## src/design/ivp_pkg.sv

```systemverilog
// Purpose: constants and types for the interrupt vector placement block
// Assumes: one 40 MHz clock, synchronous active-high reset
// Notes: register map reached over AXI4-Lite
// Notes on behaviour
// - select bit zero puts vectors at the start of program flash
// - select bit one moves vectors to the boot section start
// - boot section start address comes from the boot size fuses
// - interrupts masked from enable set until after the next instruction
// - without a select write, masking lasts four cycles then ends
// - automatic masking never alters the global interrupt enable bit
// - change enable clears after four cycles or on the select write
// - boot vectors with app lock: block interrupts in application code
// - app vectors with boot lock: block interrupts in boot code
// - control resets to zero; bits 7,4,1,0 writable, 6,5,3,2 read-only
package ivp_pkg;

  // ---------------------------------------------------------------
  // register map
  // ---------------------------------------------------------------
  localparam logic [3:0] CTRL_ADDR = 4'h0;
  localparam logic [3:0] STAT_ADDR = 4'h4;
  localparam logic [7:0] CTRL_RESET = 8'h00;
  localparam logic [7:0] CTRL_WMASK = 8'h93;
  localparam int CHG_BIT = 0;
  localparam int SEL_BIT = 1;

  // ---------------------------------------------------------------
  // timing
  // ---------------------------------------------------------------
  localparam int CLK_PERIOD_NS = 25;
  localparam int WINDOW_CYCLES = 4;
  localparam int INSTR_CYCLES = 1;
  localparam logic [2:0] WINDOW_CNT = 3'(WINDOW_CYCLES);
  localparam logic [2:0] TAIL_CNT = 3'(INSTR_CYCLES);

  // ---------------------------------------------------------------
  // flash geometry
  // ---------------------------------------------------------------
  localparam int PC_W = 14;
  localparam logic [PC_W-1:0] FLASH_TOP = 14'h3FFF;
  localparam logic [PC_W-1:0] APP_BASE = 14'h0000;
  localparam logic [PC_W-1:0] BOOT_WORDS_MIN = 14'h0100;

  typedef enum logic [1:0] {
    MASK_IDLE,
    MASK_WINDOW,
    MASK_TAIL
  } mask_state_t;

  typedef struct packed {
    logic [1:0] bootSize;
    logic appLock;
    logic bootLock;
  } fuse_t;

  typedef struct packed {
    logic irqBlock;
    logic inBoot;
    logic [PC_W-1:0] vectorBase;
  } vec_out_t;

endpackage

```

## src/design/boot_base.sv

```systemverilog
// Purpose: boot section start address from boot size fuses
// Assumes: fuses static during operation
// Notes: larger fuse code gives a smaller boot section
`timescale 1ns/10ps
module boot_base
  import ivp_pkg::*;
(
  input wire logic [1:0] bootSize,
  output logic [PC_W-1:0] bootStart
);

  logic [PC_W-1:0] words;

  always_comb
  begin
    words = BOOT_WORDS_MIN << (2'd3 - bootSize);
    bootStart = FLASH_TOP - words + 14'h0001;
  end

endmodule

```

## src/design/interrupt_vector_placement.sv

```systemverilog
// Purpose: interrupt vector table placement with timed change sequence
// Assumes: AXI4-Lite register access, core reports its program counter
// Notes: irqBlock gates interrupts without touching the global enable
`timescale 1ns/10ps
module interrupt_vector_placement
  import ivp_pkg::*;
(
  input wire logic core_clk,
  input wire logic rst,
  input wire fuse_t fuses,
  input wire logic [PC_W-1:0] corePc,
  input wire logic instrDone,
  output vec_out_t vecOut,
  input wire logic [3:0] s_axi_awaddr,
  input wire logic s_axi_awvalid,
  output logic s_axi_awready,
  input wire logic [31:0] s_axi_wdata,
  input wire logic [3:0] s_axi_wstrb,
  input wire logic s_axi_wvalid,
  output logic s_axi_wready,
  output logic [1:0] s_axi_bresp,
  output logic s_axi_bvalid,
  input wire logic s_axi_bready,
  input wire logic [3:0] s_axi_araddr,
  input wire logic s_axi_arvalid,
  output logic s_axi_arready,
  output logic [31:0] s_axi_rdata,
  output logic [1:0] s_axi_rresp,
  output logic s_axi_rvalid,
  input wire logic s_axi_rready
);

  // ---------------------------------------------------------------
  // write channel capture
  // ---------------------------------------------------------------
  logic awHeld_q;
  logic wHeld_q;
  logic [3:0] awAddr_q;
  logic [7:0] wData_q;
  logic wStrb_q;
  logic wrFire;
  logic ctrlWr;

  always_ff @(posedge core_clk)
  begin
    if (rst)
    begin
      awHeld_q <= 1'b0;
      awAddr_q <= 4'h0;
    end
    else if (s_axi_awvalid && s_axi_awready)
    begin
      awHeld_q <= 1'b1;
      awAddr_q <= s_axi_awaddr;
    end
    else if (wrFire)
      awHeld_q <= 1'b0;
  end

  always_ff @(posedge core_clk)
  begin
    if (rst)
    begin
      wHeld_q <= 1'b0;
      wData_q <= 8'h00;
      wStrb_q <= 1'b0;
    end
    else if (s_axi_wvalid && s_axi_wready)
    begin
      wHeld_q <= 1'b1;
      wData_q <= s_axi_wdata[7:0];
      wStrb_q <= s_axi_wstrb[0];
    end
    else if (wrFire)
      wHeld_q <= 1'b0;
  end

  // ready from a flop: next held and response state decoded ahead
  always_ff @(posedge core_clk)
  begin
    if (rst)
      s_axi_awready <= 1'b0;
    else
      s_axi_awready <= ~(s_axi_awvalid & s_axi_awready) & ~awHeld_q &
                       ~(s_axi_bvalid & ~s_axi_bready);
  end

  always_ff @(posedge core_clk)
  begin
    if (rst)
      s_axi_wready <= 1'b0;
    else
      s_axi_wready <= ~(s_axi_wvalid & s_axi_wready) & ~wHeld_q &
                      ~(s_axi_bvalid & ~s_axi_bready);
  end

  assign wrFire = awHeld_q & wHeld_q;
  assign ctrlWr = wrFire & wStrb_q & (awAddr_q[3:2] == CTRL_ADDR[3:2]);

  always_ff @(posedge core_clk)
  begin
    if (rst)
    begin
      s_axi_bvalid <= 1'b0;
      s_axi_bresp <= 2'b00;
    end
    else if (wrFire)
    begin
      s_axi_bvalid <= 1'b1;
      s_axi_bresp <= (awAddr_q[3:2] == CTRL_ADDR[3:2] ||
                      awAddr_q[3:2] == STAT_ADDR[3:2]) ? 2'b00 : 2'b10;
    end
    else if (s_axi_bready)
      s_axi_bvalid <= 1'b0;
  end

  // ---------------------------------------------------------------
  // control register and change window
  // ---------------------------------------------------------------
  logic [7:0] ctrl_q;
  logic [2:0] winCnt_q;
  logic chgSet;
  logic selWr;
  logic winOpen;

  assign winOpen = ctrl_q[CHG_BIT];
  // write with change enable one opens the window
  assign chgSet = ctrlWr & wData_q[CHG_BIT];
  assign selWr = ctrlWr & ~wData_q[CHG_BIT] & winOpen;

  always_ff @(posedge core_clk)
  begin
    if (rst)
      ctrl_q <= CTRL_RESET;
    else
    begin
      if (ctrlWr)
        ctrl_q[7] <= wData_q[7];
      if (ctrlWr)
        ctrl_q[4] <= wData_q[4];
      if (selWr)
        ctrl_q[SEL_BIT] <= wData_q[SEL_BIT];
      if (chgSet)
        ctrl_q[CHG_BIT] <= 1'b1;
      else if (selWr || winCnt_q == 3'h1)
        ctrl_q[CHG_BIT] <= 1'b0;
    end
  end

  always_ff @(posedge core_clk)
  begin
    if (rst)
      winCnt_q <= 3'h0;
    else if (chgSet)
      winCnt_q <= WINDOW_CNT;
    else if (selWr)
      winCnt_q <= 3'h0;
    else if (winCnt_q != 3'h0)
      winCnt_q <= winCnt_q - 3'h1;
  end

  // ---------------------------------------------------------------
  // automatic masking
  // ---------------------------------------------------------------
  mask_state_t maskState_q;
  logic [2:0] tailCnt_q;

  always_ff @(posedge core_clk)
  begin
    if (rst)
    begin
      maskState_q <= MASK_IDLE;
      tailCnt_q <= 3'h0;
    end
    else
    begin
      case (maskState_q)
        MASK_IDLE:
          if (chgSet)
            maskState_q <= MASK_WINDOW;
        MASK_WINDOW:
          if (selWr)
          begin
            maskState_q <= MASK_TAIL;
            tailCnt_q <= TAIL_CNT;
          end
          else if (winCnt_q == 3'h1 && !chgSet)
            maskState_q <= MASK_IDLE;
        MASK_TAIL:
          if (chgSet)
            maskState_q <= MASK_WINDOW;
          else if (instrDone)
          begin
            if (tailCnt_q == 3'h1)
              maskState_q <= MASK_IDLE;
            tailCnt_q <= tailCnt_q - 3'h1;
          end
        default:
          maskState_q <= MASK_IDLE;
      endcase
    end
  end

  // ---------------------------------------------------------------
  // vector base and section lock
  // ---------------------------------------------------------------
  logic [PC_W-1:0] bootStart;
  logic inBootNow;
  logic lockBlock;
  logic autoMask;

  boot_base uBase
  (
    .bootSize(fuses.bootSize),
    .bootStart(bootStart)
  );

  assign inBootNow = corePc >= bootStart;
  assign lockBlock = ctrl_q[SEL_BIT] ? (fuses.appLock & ~inBootNow)
                                     : (fuses.bootLock & inBootNow);
  // register write sets mask in same cycle as change enable
  assign autoMask = (maskState_q != MASK_IDLE) | chgSet;

  always_ff @(posedge core_clk)
  begin
    if (rst)
      vecOut <= '0;
    else
    begin
      vecOut.vectorBase <= ctrl_q[SEL_BIT] ? bootStart : APP_BASE;
      vecOut.inBoot <= inBootNow;
      // global enable is not an input here, so it is never touched
      vecOut.irqBlock <= autoMask | lockBlock;
    end
  end

  // ---------------------------------------------------------------
  // read channel
  // ---------------------------------------------------------------
  // low while a read answer is pending or about to be raised
  always_ff @(posedge core_clk)
  begin
    if (rst)
      s_axi_arready <= 1'b0;
    else
      s_axi_arready <= ~(s_axi_arvalid & s_axi_arready) &
                       ~(s_axi_rvalid & ~s_axi_rready);
  end

  always_ff @(posedge core_clk)
  begin
    if (rst)
    begin
      s_axi_rvalid <= 1'b0;
      s_axi_rdata <= 32'h0000_0000;
      s_axi_rresp <= 2'b00;
    end
    else if (s_axi_arvalid && s_axi_arready)
    begin
      s_axi_rvalid <= 1'b1;
      s_axi_rresp <= 2'b00;
      if (s_axi_araddr[3:2] == CTRL_ADDR[3:2])
        s_axi_rdata <= {24'h000000, ctrl_q & CTRL_WMASK};
      else if (s_axi_araddr[3:2] == STAT_ADDR[3:2])
        s_axi_rdata <= {29'h0000000, inBootNow, lockBlock, autoMask};
      else
      begin
        s_axi_rdata <= 32'h0000_0000;
        s_axi_rresp <= 2'b10;
      end
    end
    else if (s_axi_rready)
      s_axi_rvalid <= 1'b0;
  end

  // ---------------------------------------------------------------
  // checks
  // ---------------------------------------------------------------
  a_chg_self_clear:
    assert property (@(posedge core_clk) disable iff (rst)
      chgSet |=> ##[0:4] !ctrl_q[CHG_BIT] || chgSet)
    else $error("change enable not cleared in four cycles");
  a_mask_on_set:
    assert property (@(posedge core_clk) disable iff (rst)
      chgSet |=> vecOut.irqBlock)
    else $error("interrupts not masked on change enable");
  a_sel_hold:
    assert property (@(posedge core_clk) disable iff (rst)
      !winOpen |=> $stable(ctrl_q[SEL_BIT]))
    else $error("select changed outside window");
  a_mask_release:
    assert property (@(posedge core_clk) disable iff (rst)
      (chgSet ##1 (!chgSet && !selWr) [*4]) |=> maskState_q == MASK_IDLE)
    else $error("mask not released after four cycles");
  a_base_select:
    assert property (@(posedge core_clk) disable iff (rst)
      ctrl_q[SEL_BIT] |=> vecOut.vectorBase == $past(bootStart))
    else $error("vector base not at boot start");
  a_base_app:
    assert property (@(posedge core_clk) disable iff (rst)
      !ctrl_q[SEL_BIT] |=> vecOut.vectorBase == APP_BASE)
    else $error("vector base not at flash start");
  a_lock_block:
    assert property (@(posedge core_clk) disable iff (rst)
      (ctrl_q[SEL_BIT] && fuses.appLock && !inBootNow) |=> vecOut.irqBlock)
    else $error("application code not blocked");
  a_ro_bits:
    assert property (@(posedge core_clk) disable iff (rst)
      (ctrl_q & ~CTRL_WMASK & 8'hFC) == 8'h00)
    else $error("read-only bits set");
  c_move: cover property (@(posedge core_clk) selWr && wData_q[SEL_BIT]);
  c_timeout: cover property (@(posedge core_clk)
    maskState_q == MASK_WINDOW ##1 maskState_q == MASK_IDLE);
  c_lock: cover property (@(posedge core_clk) lockBlock);

endmodule

```

## config.mk

```make
export PLATFORM = sky130hd
export DESIGN_NAME = interrupt_vector_placement
export DESIGN_NICKNAME = d
export VERILOG_FILES = /design/src/design/ivp_pkg.sv /design/src/design/boot_base.sv /design/src/design/interrupt_vector_placement.sv
export SDC_FILE = /design/constraint.sdc
export NUM_CORES = 1
export LEC_CHECK = 0
export ABC_AREA = 1
export BUFFER_PORTS_ARGS = -buffer_cell sky130_fd_sc_hd__buf_4
export CORE_ASPECT_RATIO = 1.25
export CORE_MARGIN = 2
export CORE_UTILIZATION = 25
export DETAILED_ROUTE_END_ITERATION = 8
export PLACE_DENSITY = 0.6
export SLEW_MARGIN = 10
export SYNTH_ARGS = -nofsm -noshare
export SYNTH_HDL_FRONTEND = slang
export SYNTH_SLANG_ARGS = --single-unit
```

## constraint.sdc

```tcl
create_clock -name core_clk -period 2.65 [get_ports core_clk]
set_input_delay 0.1325 -clock core_clk [delete_from_list [all_inputs] [get_ports core_clk]]
set_output_delay 0.1325 -clock core_clk [all_outputs]
set_load 0.05 [all_outputs]
```

==> reports/qor.txt, run 1 <==
Status: finished, final reports clean
Critical path class: input port to flop
Hold endpoint: s_axi_awready
CP peak stage delay: 260 ps
Root buffer cell: clkbuf_8
Die area: 9168 sq um
Leak pwr: 1.220 nW
Hold crit path type: input port to flop
Syn_area_per_cell: 7.761 sq um
Core ar.: 8194 sq um
First-pass GRT wire length: 6665 um
I/O Buffers: 46
Final core occ: 0.3060
Final net count: 404
Sequential fraction of the synthesis area: 0.3902
Pwr per Cell Area: 583.2 nW/um^2
Library cells used by synthesis: 26
Rows: 37
Post-route minimum period: 1427 ps
Yosys warning total: 0
RSZ-0062 raised after global routing: false
Detailed Route WL: 4062 um
Most common cell after layout, fill and taps aside: buf_4
Setup violators final: 0
Postcts setup bufs: 0
Min-Delay Startpoint: s_axi_awvalid
Routability cong.: 0.7688
RR Startpoint: wHeld_q
Most frequent cells in the layout: buf_4 (46), dfxtp_1 (41), conb_1 (39)
Die width: 86.04 um
Initial drt markers: 57
Antenna violations before repair: 0
Crit-path max FO: 4
WHS Path Cells: 2
CTS tree: done
Post_cts resized: 0
Clk sink count: 41
FF+latch count, synth: 41
I/O pin count: 127
TritonCTS Buffers: 5
Starting Density: 0.2567
DRC violations left: 0
CP Depth: 12
Proportion of layout cells with a drive suffix above 1: 0.1889
Worst setup EP type: flop
Worst Skew: 4.917 ps
Max cap viols: 0
Routed wire per std cell: 9.671 um
Drt pass-1 iters: 4
Gr usage total: 0.09149
R2R setup slack: 1350 ps
Critical Path RT: 2830 ps
Clk Latency, worst-skew pair: 290 ps
Final hold vios: 0
Most common cell on crit path: nand2_1
Detail Route Antenna Nets: 0
Reg2Reg Depth: 9
Bufs on Longest Clock Path: 2
Syn Std Cell Area: 2103 sq um
Post-DP HPWL: 3243 um
Via-per-instance ratio: 3.988
Grt total ovfl: 0
Reg clk slew, reported paths: 80 ps
Syn Inst Count: 271
Worst R2R End: tailCnt_q[0]
Pins Over Slew Limit: 0
# hold bufs at CTS: 0
Setup TNS: 0 ps
Die H: 106.6 um
Vias in the first global route: 1,600
Max stage delay cell, worst path: ha_1
Startpoint types: input port
Tcrit/Tclk final: 0.5385
Crit path max-delay family: adder cells
Crit-path cells: buf_4 -> nand2_1 -> ha_1 -> nand2_1 -> inv_1 -> ha_1 -> nand2_1 -> inv_1 -> a21oi_1 -> nand3_1 -> a21oi_1 -> nor2_1
Diode count: 0
VDD IR max: 0.2210 mV
Achievable Freq: 700.8 MHz
CP arrival: 1610 ps
# H-tree levels: 2
CP Buf/Inv Count: 3
Vias: 1,675
Largest net degree at the start of global routing: 23
Syn-to-layout area delta: 19.21%
==> metrics by stage <==
| step | cell area [sq um] | power, mW | std cells | setup slack (ps) | hold slack, ps |
|---|---|---|---|---|---|
| 6_report | 2507 | 1.462 | 420 | 1223 | 53.28 |
| 5_1_grt | 2507 | 1.548 | 420 | 1030 | 61.38 |
| 4_1_cts | 2507 | 1.487 | 420 | 1231 | 37.14 |
| 3_5_place_dp | 2421 | 1.076 | 412 | 909.2 | 363.8 |
| 3_3_place_gp | 2421 | 1.068 | 412 | 948.0 | 356.4 |
| 2_1_floorplan | 2246 | 1.034 | 309 | 1186 | 216.4 |
==> state kept, by name, indices dropped and copies added, names as in the netlist <==
| name | count |
|---|---|
| awAddr_q | 2 |
| awHeld_q | 1 |
| ctrl_q | 4 |
| maskState_q | 2 |
| s_axi_arready | 1 |
| s_axi_awready | 1 |
| s_axi_bresp | 1 |
| s_axi_bvalid | 1 |
| s_axi_rdata | 5 |
| s_axi_rresp | 1 |
| s_axi_rvalid | 1 |
| s_axi_wready | 1 |
| tailCnt_q | 3 |
| vecOut | 8 |
| wData_q | 4 |
| wHeld_q | 1 |
| wStrb_q | 1 |
| winCnt_q | 3 |
==> cell families after synthesis <==
kind of cell / count (synthesis) / synth area share
other cells: 1 / 0.001783
xor+xnor: 2 / 0.008330
simple gates: 96 / 0.2195
flops: 41 / 0.3902
fa+ha+maj: 12 / 0.07138
compound gates: 42 / 0.1041
buf+inv: 77 / 0.2046
==> per-layer routing <==
| metal | wire length (um) | track usage | up-vias | part of all wire |
|---|---|---|---|---|
| met2 | 2101 | 0.1667 | 59 | 0.52 |
| met5 | 0 | 0 | - | 0 |
| li1 | - | - | 881 | - |
| met1 | 1588 | 0.09667 | 726 | 0.39 |
| met3 | 291 | 0.02562 | 9 | 0.072 |
| met4 | 81 | 0.03855 | 0 | 0.020 |
==> area by class of cell <==
| type | count | area, sq um |
|---|---|---|
| clock buffers | 5 | 68.82 |
| fillers | 875 | 5687 |
| flip-flops and latches | 41 | 820.8 |
| well taps | 97 | 121.4 |
| inverters | 37 | 138.9 |
| clock inverters | 3 | 17.52 |
| repair buffers | 46 | 345.3 |
| multi-input cells | 191 | 994.7 |
==> synthesized netlist by cell type <==
library cell	instances	area share
nor3b_1	1	0.0036
nand2_1	36	0.064
nand3_1	13	0.031
inv_2	1	0.0018
dfxtp_1	41	0.39
buf_1	1	0.0018
nand4_1	1	0.0030
nand2_4	2	0.011
nor2_8	1	0.0095
nor2_1	38	0.068
ha_1	12	0.071
inv_1	36	0.064
a21oi_1	23	0.055
conb_1	1	0.0018
nand3_4	2	0.017
o21ai_0	15	0.036
o311ai_0	1	0.0042
a2111oi_0	1	0.0042
o21ai_1	1	0.0024
buf_4	37	0.13
xor2_1	1	0.0042
o22ai_1	1	0.0030
buf_2	2	0.0048
xnor2_1	1	0.0042
nor4_1	1	0.0030
nand4_4	1	0.010
==> how the worst max path moves through the flow <==
stage,endpoint,startpoint
6_report,vecOut[15],fuses[3]
5_1_grt,vecOut[15],fuses[3]
4_1_cts,vecOut[15],fuses[3]
3_5_place_dp,vecOut[15],fuses[3]
3_3_place_gp,vecOut[15],fuses[3]
2_1_floorplan,vecOut[15],fuses[2]
==> worst register-to-register path, cell delays in order (launching register included) <==
cell and delay (ps):
dfxtp_1 460, nand3_4 130, nor2_8 170, nand2_4 110, nand3_4 90, nand2_4 60, inv_2 50, nand2_1 40
nand3_1 60, inv_1 40
==> report_power, final <==
part,leakage (nW),internal [mW],switching [mW]
combinational,0.842,0.106,0.277
clock,0.0439,0.182,0.221
sequential,0.334,0.654,0.0220
Power figures use the tool's default switching activity.
==> inputs of run 2 (changes only) <==
- clock period: 2.65 -> 1.47 ns (I/O delays scaled with it)
==> run 2 against run 1 <==
- count of clock-buffer cells in the layout up 2
- flip-flop and latch count unchanged
- core utilization up 0.81 points
- clock power up 130%
- critical path depth down 3
- clock skew up 1.8 ps
- first-iteration DRC count down 21%
- non-clock buffer count up 4
- global-route usage up 0.38 points
- register-to-register slack worse by 1200 ps
- combinational power up 84%
- via count up 2.1%
==> reports/qor.txt, run 2 (synthesized netlist as in run 1, its figures left out) <==
Status: finished, final reports clean
Startpoint types: flop
Clk sink count: 41
Most common cell after layout, fill and taps aside: buf_4
Final net count: 408
Worst setup EP type: flop
Reg clk slew, reported paths: 80 ps
Rows: 37
Worst Skew: 6.754 ps
Gr usage total: 0.09529
Grt total ovfl: 0
Drt pass-1 iters: 4
Critical path class: flop to flop
Detailed Route WL: 4220 um
TritonCTS Buffers: 5
Syn-to-layout area delta: 22.37%
Int Pwr: 1.936 mW
Net Sw Frac: 0.3237
Most frequent cells in the layout: buf_4 (49), dfxtp_1 (41), conb_1 (39)
Die H: 106.6 um
Post-DP HPWL: 3347 um
Die area: 9168 sq um
Initial drt markers: 45
Bufs on Longest Clock Path: 2
NetSw: 0.9265 mW
Via-per-instance ratio: 4.035
DRC violations left: 0
Tcrit/Tclk final: 0.8914
Biggest register: vecOut
Final core occ: 0.3141
Post-route minimum period: 1310 ps
Core ar.: 8194 sq um
First-pass GRT wire length: 6900 um
Vias in the first global route: 1,590
Hold crit path type: input port to flop
Max cap viols: 0
Routability cong.: 0.7842
Leak pwr: 1.254 nW
Achievable Freq: 763.2 MHz
Postcts setup bufs: 0
Setup violators final: 0
Pins Over Slew Limit: 0
WHS Path Cells: 3
RSZ-0062 raised after global routing: false
Proportion of layout cells with a drive suffix above 1: 0.1957
Flop pwr share: 0.426
Power share of the combinational group: 0.247
Reg2Reg Depth: 9
Worst hold slack: 40.41 ps
VDD IR max: 0.4188 mV
I/O Buffers: 46
Clock power share: 0.327
Vias: 1,711
Final hold vios: 0
Crit-path max FO: 8
Max reg flops: 8
Antenna violations before repair: 0
Clk Latency, worst-skew pair: 290 ps
Starting Density: 0.2567
Detail Route Antenna Nets: 0
Largest net degree at the start of global routing: 23
CP arrival: 1500 ps
Root buffer cell: clkbuf_8
# H-tree levels: 2
I/O pin count: 127
Pwr per Cell Area: 1112 nW/um^2
Die width: 86.04 um
Diode count: 0
Critical Path RT: 1660 ps
Top Registers: vecOut: 8 flops, s_axi_rdata: 5 flops
Routed wire per std cell: 9.953 um
CTS tree: done
==> run 2: power groups by stage <==
stage          clock network [mW]  logic [mW]  registers [mW]
5_1_grt                      1.01       0.792            1.23
3_3_place_gp                    0       0.691            1.24
3_5_place_dp                    0       0.703            1.25
4_1_cts                     0.973       0.708            1.22
2_1_floorplan                   0       0.565            1.30
6_report                    0.936       0.707            1.22
==> run 2: worst paths after layout <==
| check | startpoint | slack [ps] | end |
|---|---|---|---|
| max reg2reg | wHeld_q | 160 | tailCnt_q[0] |
| max | wHeld_q | 160 | tailCnt_q[0] |
| min reg2reg | awAddr_q[2] | 460 | awAddr_q[2] |
| min | s_axi_wdata[1] | 40 | wData_q[1] |
==> run 2: critical path: stages, from the launching register on <==
cell and delay [ps]:
dfxtp_1 460, nand3_4 130, nor2_8 170, nand2_4 110
nand3_4 90, nand2_4 60, inv_2 50, nand2_1 40
nand3_1 60, inv_1 40
==> run 2: timing repair <==
action	in CTS	in global routing
hold buffers	1	0
setup endpoints to repair	0	1
resized for setup	0	1
endpoints found under the hold margin	1	0
==> run 2: area by class of cell <==
cell class / instances / area (sq um)
timing repair buffer: 50 / 377.9
sequential: 41 / 820.8
clock buffer: 7 / 86.33
clock inverter: 1 / 30.03
tap: 97 / 121.4
inverter: 37 / 138.9
multi-input combinational: 191 / 998.5
fill: 868 / 5620
==> run 2: stage by stage <==
step | TNS [ps] | instances | setup WS [ps] | total power, mW | instance area (sq um)
after floorplan | 0 | 309 | 15.03 | 1.864 | 2246
after global placement | -220.1 | 415 | -113.5 | 1.936 | 2444
after detailed placement | -319.6 | 415 | -149.5 | 1.950 | 2444
after CTS | 0 | 424 | 146.2 | 2.902 | 2570
after global routing | 0 | 424 | 20.53 | 3.028 | 2574
final | 0 | 424 | 159.7 | 2.862 | 2574
==> run 2: per-layer routing <==
metal	wire [um]	up-vias	GRT usage	part of all wire
met5	0	-	0	0
met4	57	0	0.03061	0.014
met3	285	5	0.02950	0.068
met2	2177	54	0.1777	0.52
met1	1700	760	0.09938	0.40
li1	-	892	-	-
==> inputs of run 3 (changes only) <==
--- a/config.mk
+++ b/config.mk
@@ -12,2 +12,3 @@
 export CORE_UTILIZATION = 25
+export CTS_CLUSTER_SIZE = 16
 export DETAILED_ROUTE_END_ITERATION = 8
==> constraint.sdc (replaced) <==
create_clock -name core_clk -period 1.47 [get_ports core_clk]
set_input_delay 0.294 -clock core_clk [delete_from_list [all_inputs] [get_ports core_clk]]
set_output_delay 0.294 -clock core_clk [all_outputs]
set_load 0.05 [all_outputs]
==> run 3 against run 2 <==
- wire length is 0.52% higher
- combinational power is 5.8% higher
- maximum frequency is 5.1% lower
- power is 6.8% lower
- largest power group unchanged
- first-iteration DRC count is 27% higher
- die area stayed put
- via count is 0.58% higher
- clock skew is 1.5 ps higher
- highest routed layer unchanged
- cell count is 0.71% higher
- sequential power hardly changed
==> reports/qor.txt, run 3 (synthesized netlist as in run 1, its figures left out) <==
# fillers: 872
Critical Path RT: 1650 ps
Largest net degree at the start of global routing: 22
Final hold vios: 0
Via-per-instance ratio: 4.030
CP Buf/Inv Count: 3
Postcts setup bufs: 0
Post-route minimum period: 1381 ps
Diode count: 0
CP arrival: 1560 ps
Most frequent cells in the layout: buf_4 (52), dfxtp_1 (41), conb_1 (39)
Biggest register: vecOut
Initial drt markers: 57
Antenna violations before repair: 0
TritonCTS Buffers: 5
Final core occ: 0.3255
Dpl cell area: 2517 sq um
Achievable Freq: 723.9 MHz
Worst hold slack: 211.7 ps
WHS Path Cells: 2
Routability cong.: 0.7316
Syn-to-layout area delta: 26.83%
Reg clk slew, reported paths: 80 ps
CTS tree: done
Pre-CTS setup slack: -324.2 ps
Routed wire per std cell: 9.934 um
Drt pass-1 iters: 4
Die width: 86.04 um
Min-Delay Startpoint: s_axi_awvalid
DRC violations left: 0
Final worst slack: 88.66 ps
Status: finished, final reports clean
Die area: 9168 sq um
Top Registers: vecOut: 8 flops, s_axi_rdata: 5 flops
Pwr per Cell Area: 1000 nW/um^2
I/O pin count: 127
Rows: 37
Fin cells: 427
Post-DP HPWL: 3421 um
Vias in the first global route: 1,542
Vias: 1,721
CP peak stage delay: 250 ps
Post-route cell area: 2668 sq um
Grt total ovfl: 0
Most common cell after layout, fill and taps aside: buf_4
First-pass GRT wire length: 6975 um
# H-tree levels: 2
R2R setup slack: 160 ps
Die H: 106.6 um
Clk sink count: 41
Clk Latency, worst-skew pair: 290 ps
Setup violators final: 0
Startpoint types: input port
RR Startpoint: wHeld_q
Pins Over Slew Limit: 0
I/O Buffers: 46
Critical path class: input port to flop
Bufs on Longest Clock Path: 2
Placed Instances: 419
Most common cell on crit path: nand2_2
Max stage delay cell, worst path: ha_4
Worst Skew: 8.281 ps
Gr usage total: 0.09589
Final net count: 411
Detailed Route WL: 4242 um
Leak pwr: 1.276 nW
Tcrit/Tclk final: 0.9397
Detail Route Antenna Nets: 0
Hold crit path type: input port to flop
Hold endpoint: s_axi_awready
Starting Density: 0.2567
VDD IR max: 0.3208 mV
Crit-path cells: buf_12 -> inv_12 -> nand2_4 -> ha_4 -> nand2_2 -> inv_2 -> ha_4 -> nand2_2 -> nor2_1 -> nand2_2 -> nand2_2 -> nand2_2 -> a21oi_2 -> nor2_1
Worst setup EP type: flop
Crit-path max FO: 3
Core ar.: 8194 sq um
Proportion of layout cells with a drive suffix above 1: 0.2606
Reg2Reg Depth: 9
Worst R2R End: tailCnt_q[0]
Max cap viols: 0
Root buffer cell: clkbuf_8
Max reg flops: 8
Crit path max-delay family: simple AND/OR/NAND/NOR gates
[run 3: how the worst max path moves through the flow]
stage / startpoint / endpoint / slack, ps / cells after the start
final: fuses[2] / vecOut[15] / 90 / 14
after global routing: fuses[2] / vecOut[15] / -8 / 13
after CTS: fuses[2] / vecOut[15] / 10 / 13
after detailed placement: fuses[2] / vecOut[15] / -320 / 13
after global placement: fuses[2] / vecOut[15] / -300 / 13
after floorplan: fuses[2] / vecOut[15] / -30 / 12
[run 3: timing repair]
item	4_1_cts	5_1_grt
hold buffers	0	0
pin swaps	5	11
setup endpoints to repair	2	3
endpoints found under the hold margin	0	0
resized for setup	3	15
[run 3: where the power goes]
part / total, mW / internal [mW] / leakage (nW) / switching [mW]
Combinational: 0.748 / 0.226 / 0.897 / 0.522
Clock: 0.699 / 0.329 / 0.0450 / 0.370
Sequential: 1.22 / 1.18 / 0.334 / 0.0410
[run 3: area by class of cell]
type	count	area, sq um	area share
timing repair buffer	53	410.4	0.1538
sequential	41	820.8	0.3077
tap	97	121.4	0.04550
clock inverter	2	10.01	0.003752
clock buffer	6	72.57	0.02720
multi-input combinational	191	1081	0.4053
inverter	37	151.4	0.05675
[run 3: layer usage]
metal / GRT usage / wire, um / vias to the layer above
li1: - / - / 896
met2: 0.1744 / 2269 / 47
met3: 0.02484 / 241 / 7
met4: 0.03741 / 77 / 0
met5: 0 / 0 / -
met1: 0.1040 / 1654 / 771
[run 3: stage by stage]
stage               power, mW  TNS [ps]
CTS                     2.679         0
detailed placement      1.969     -1036
finish                  2.668         0
global placement        1.954    -932.6
floorplan               1.873    -62.20
global route            2.818    -16.00
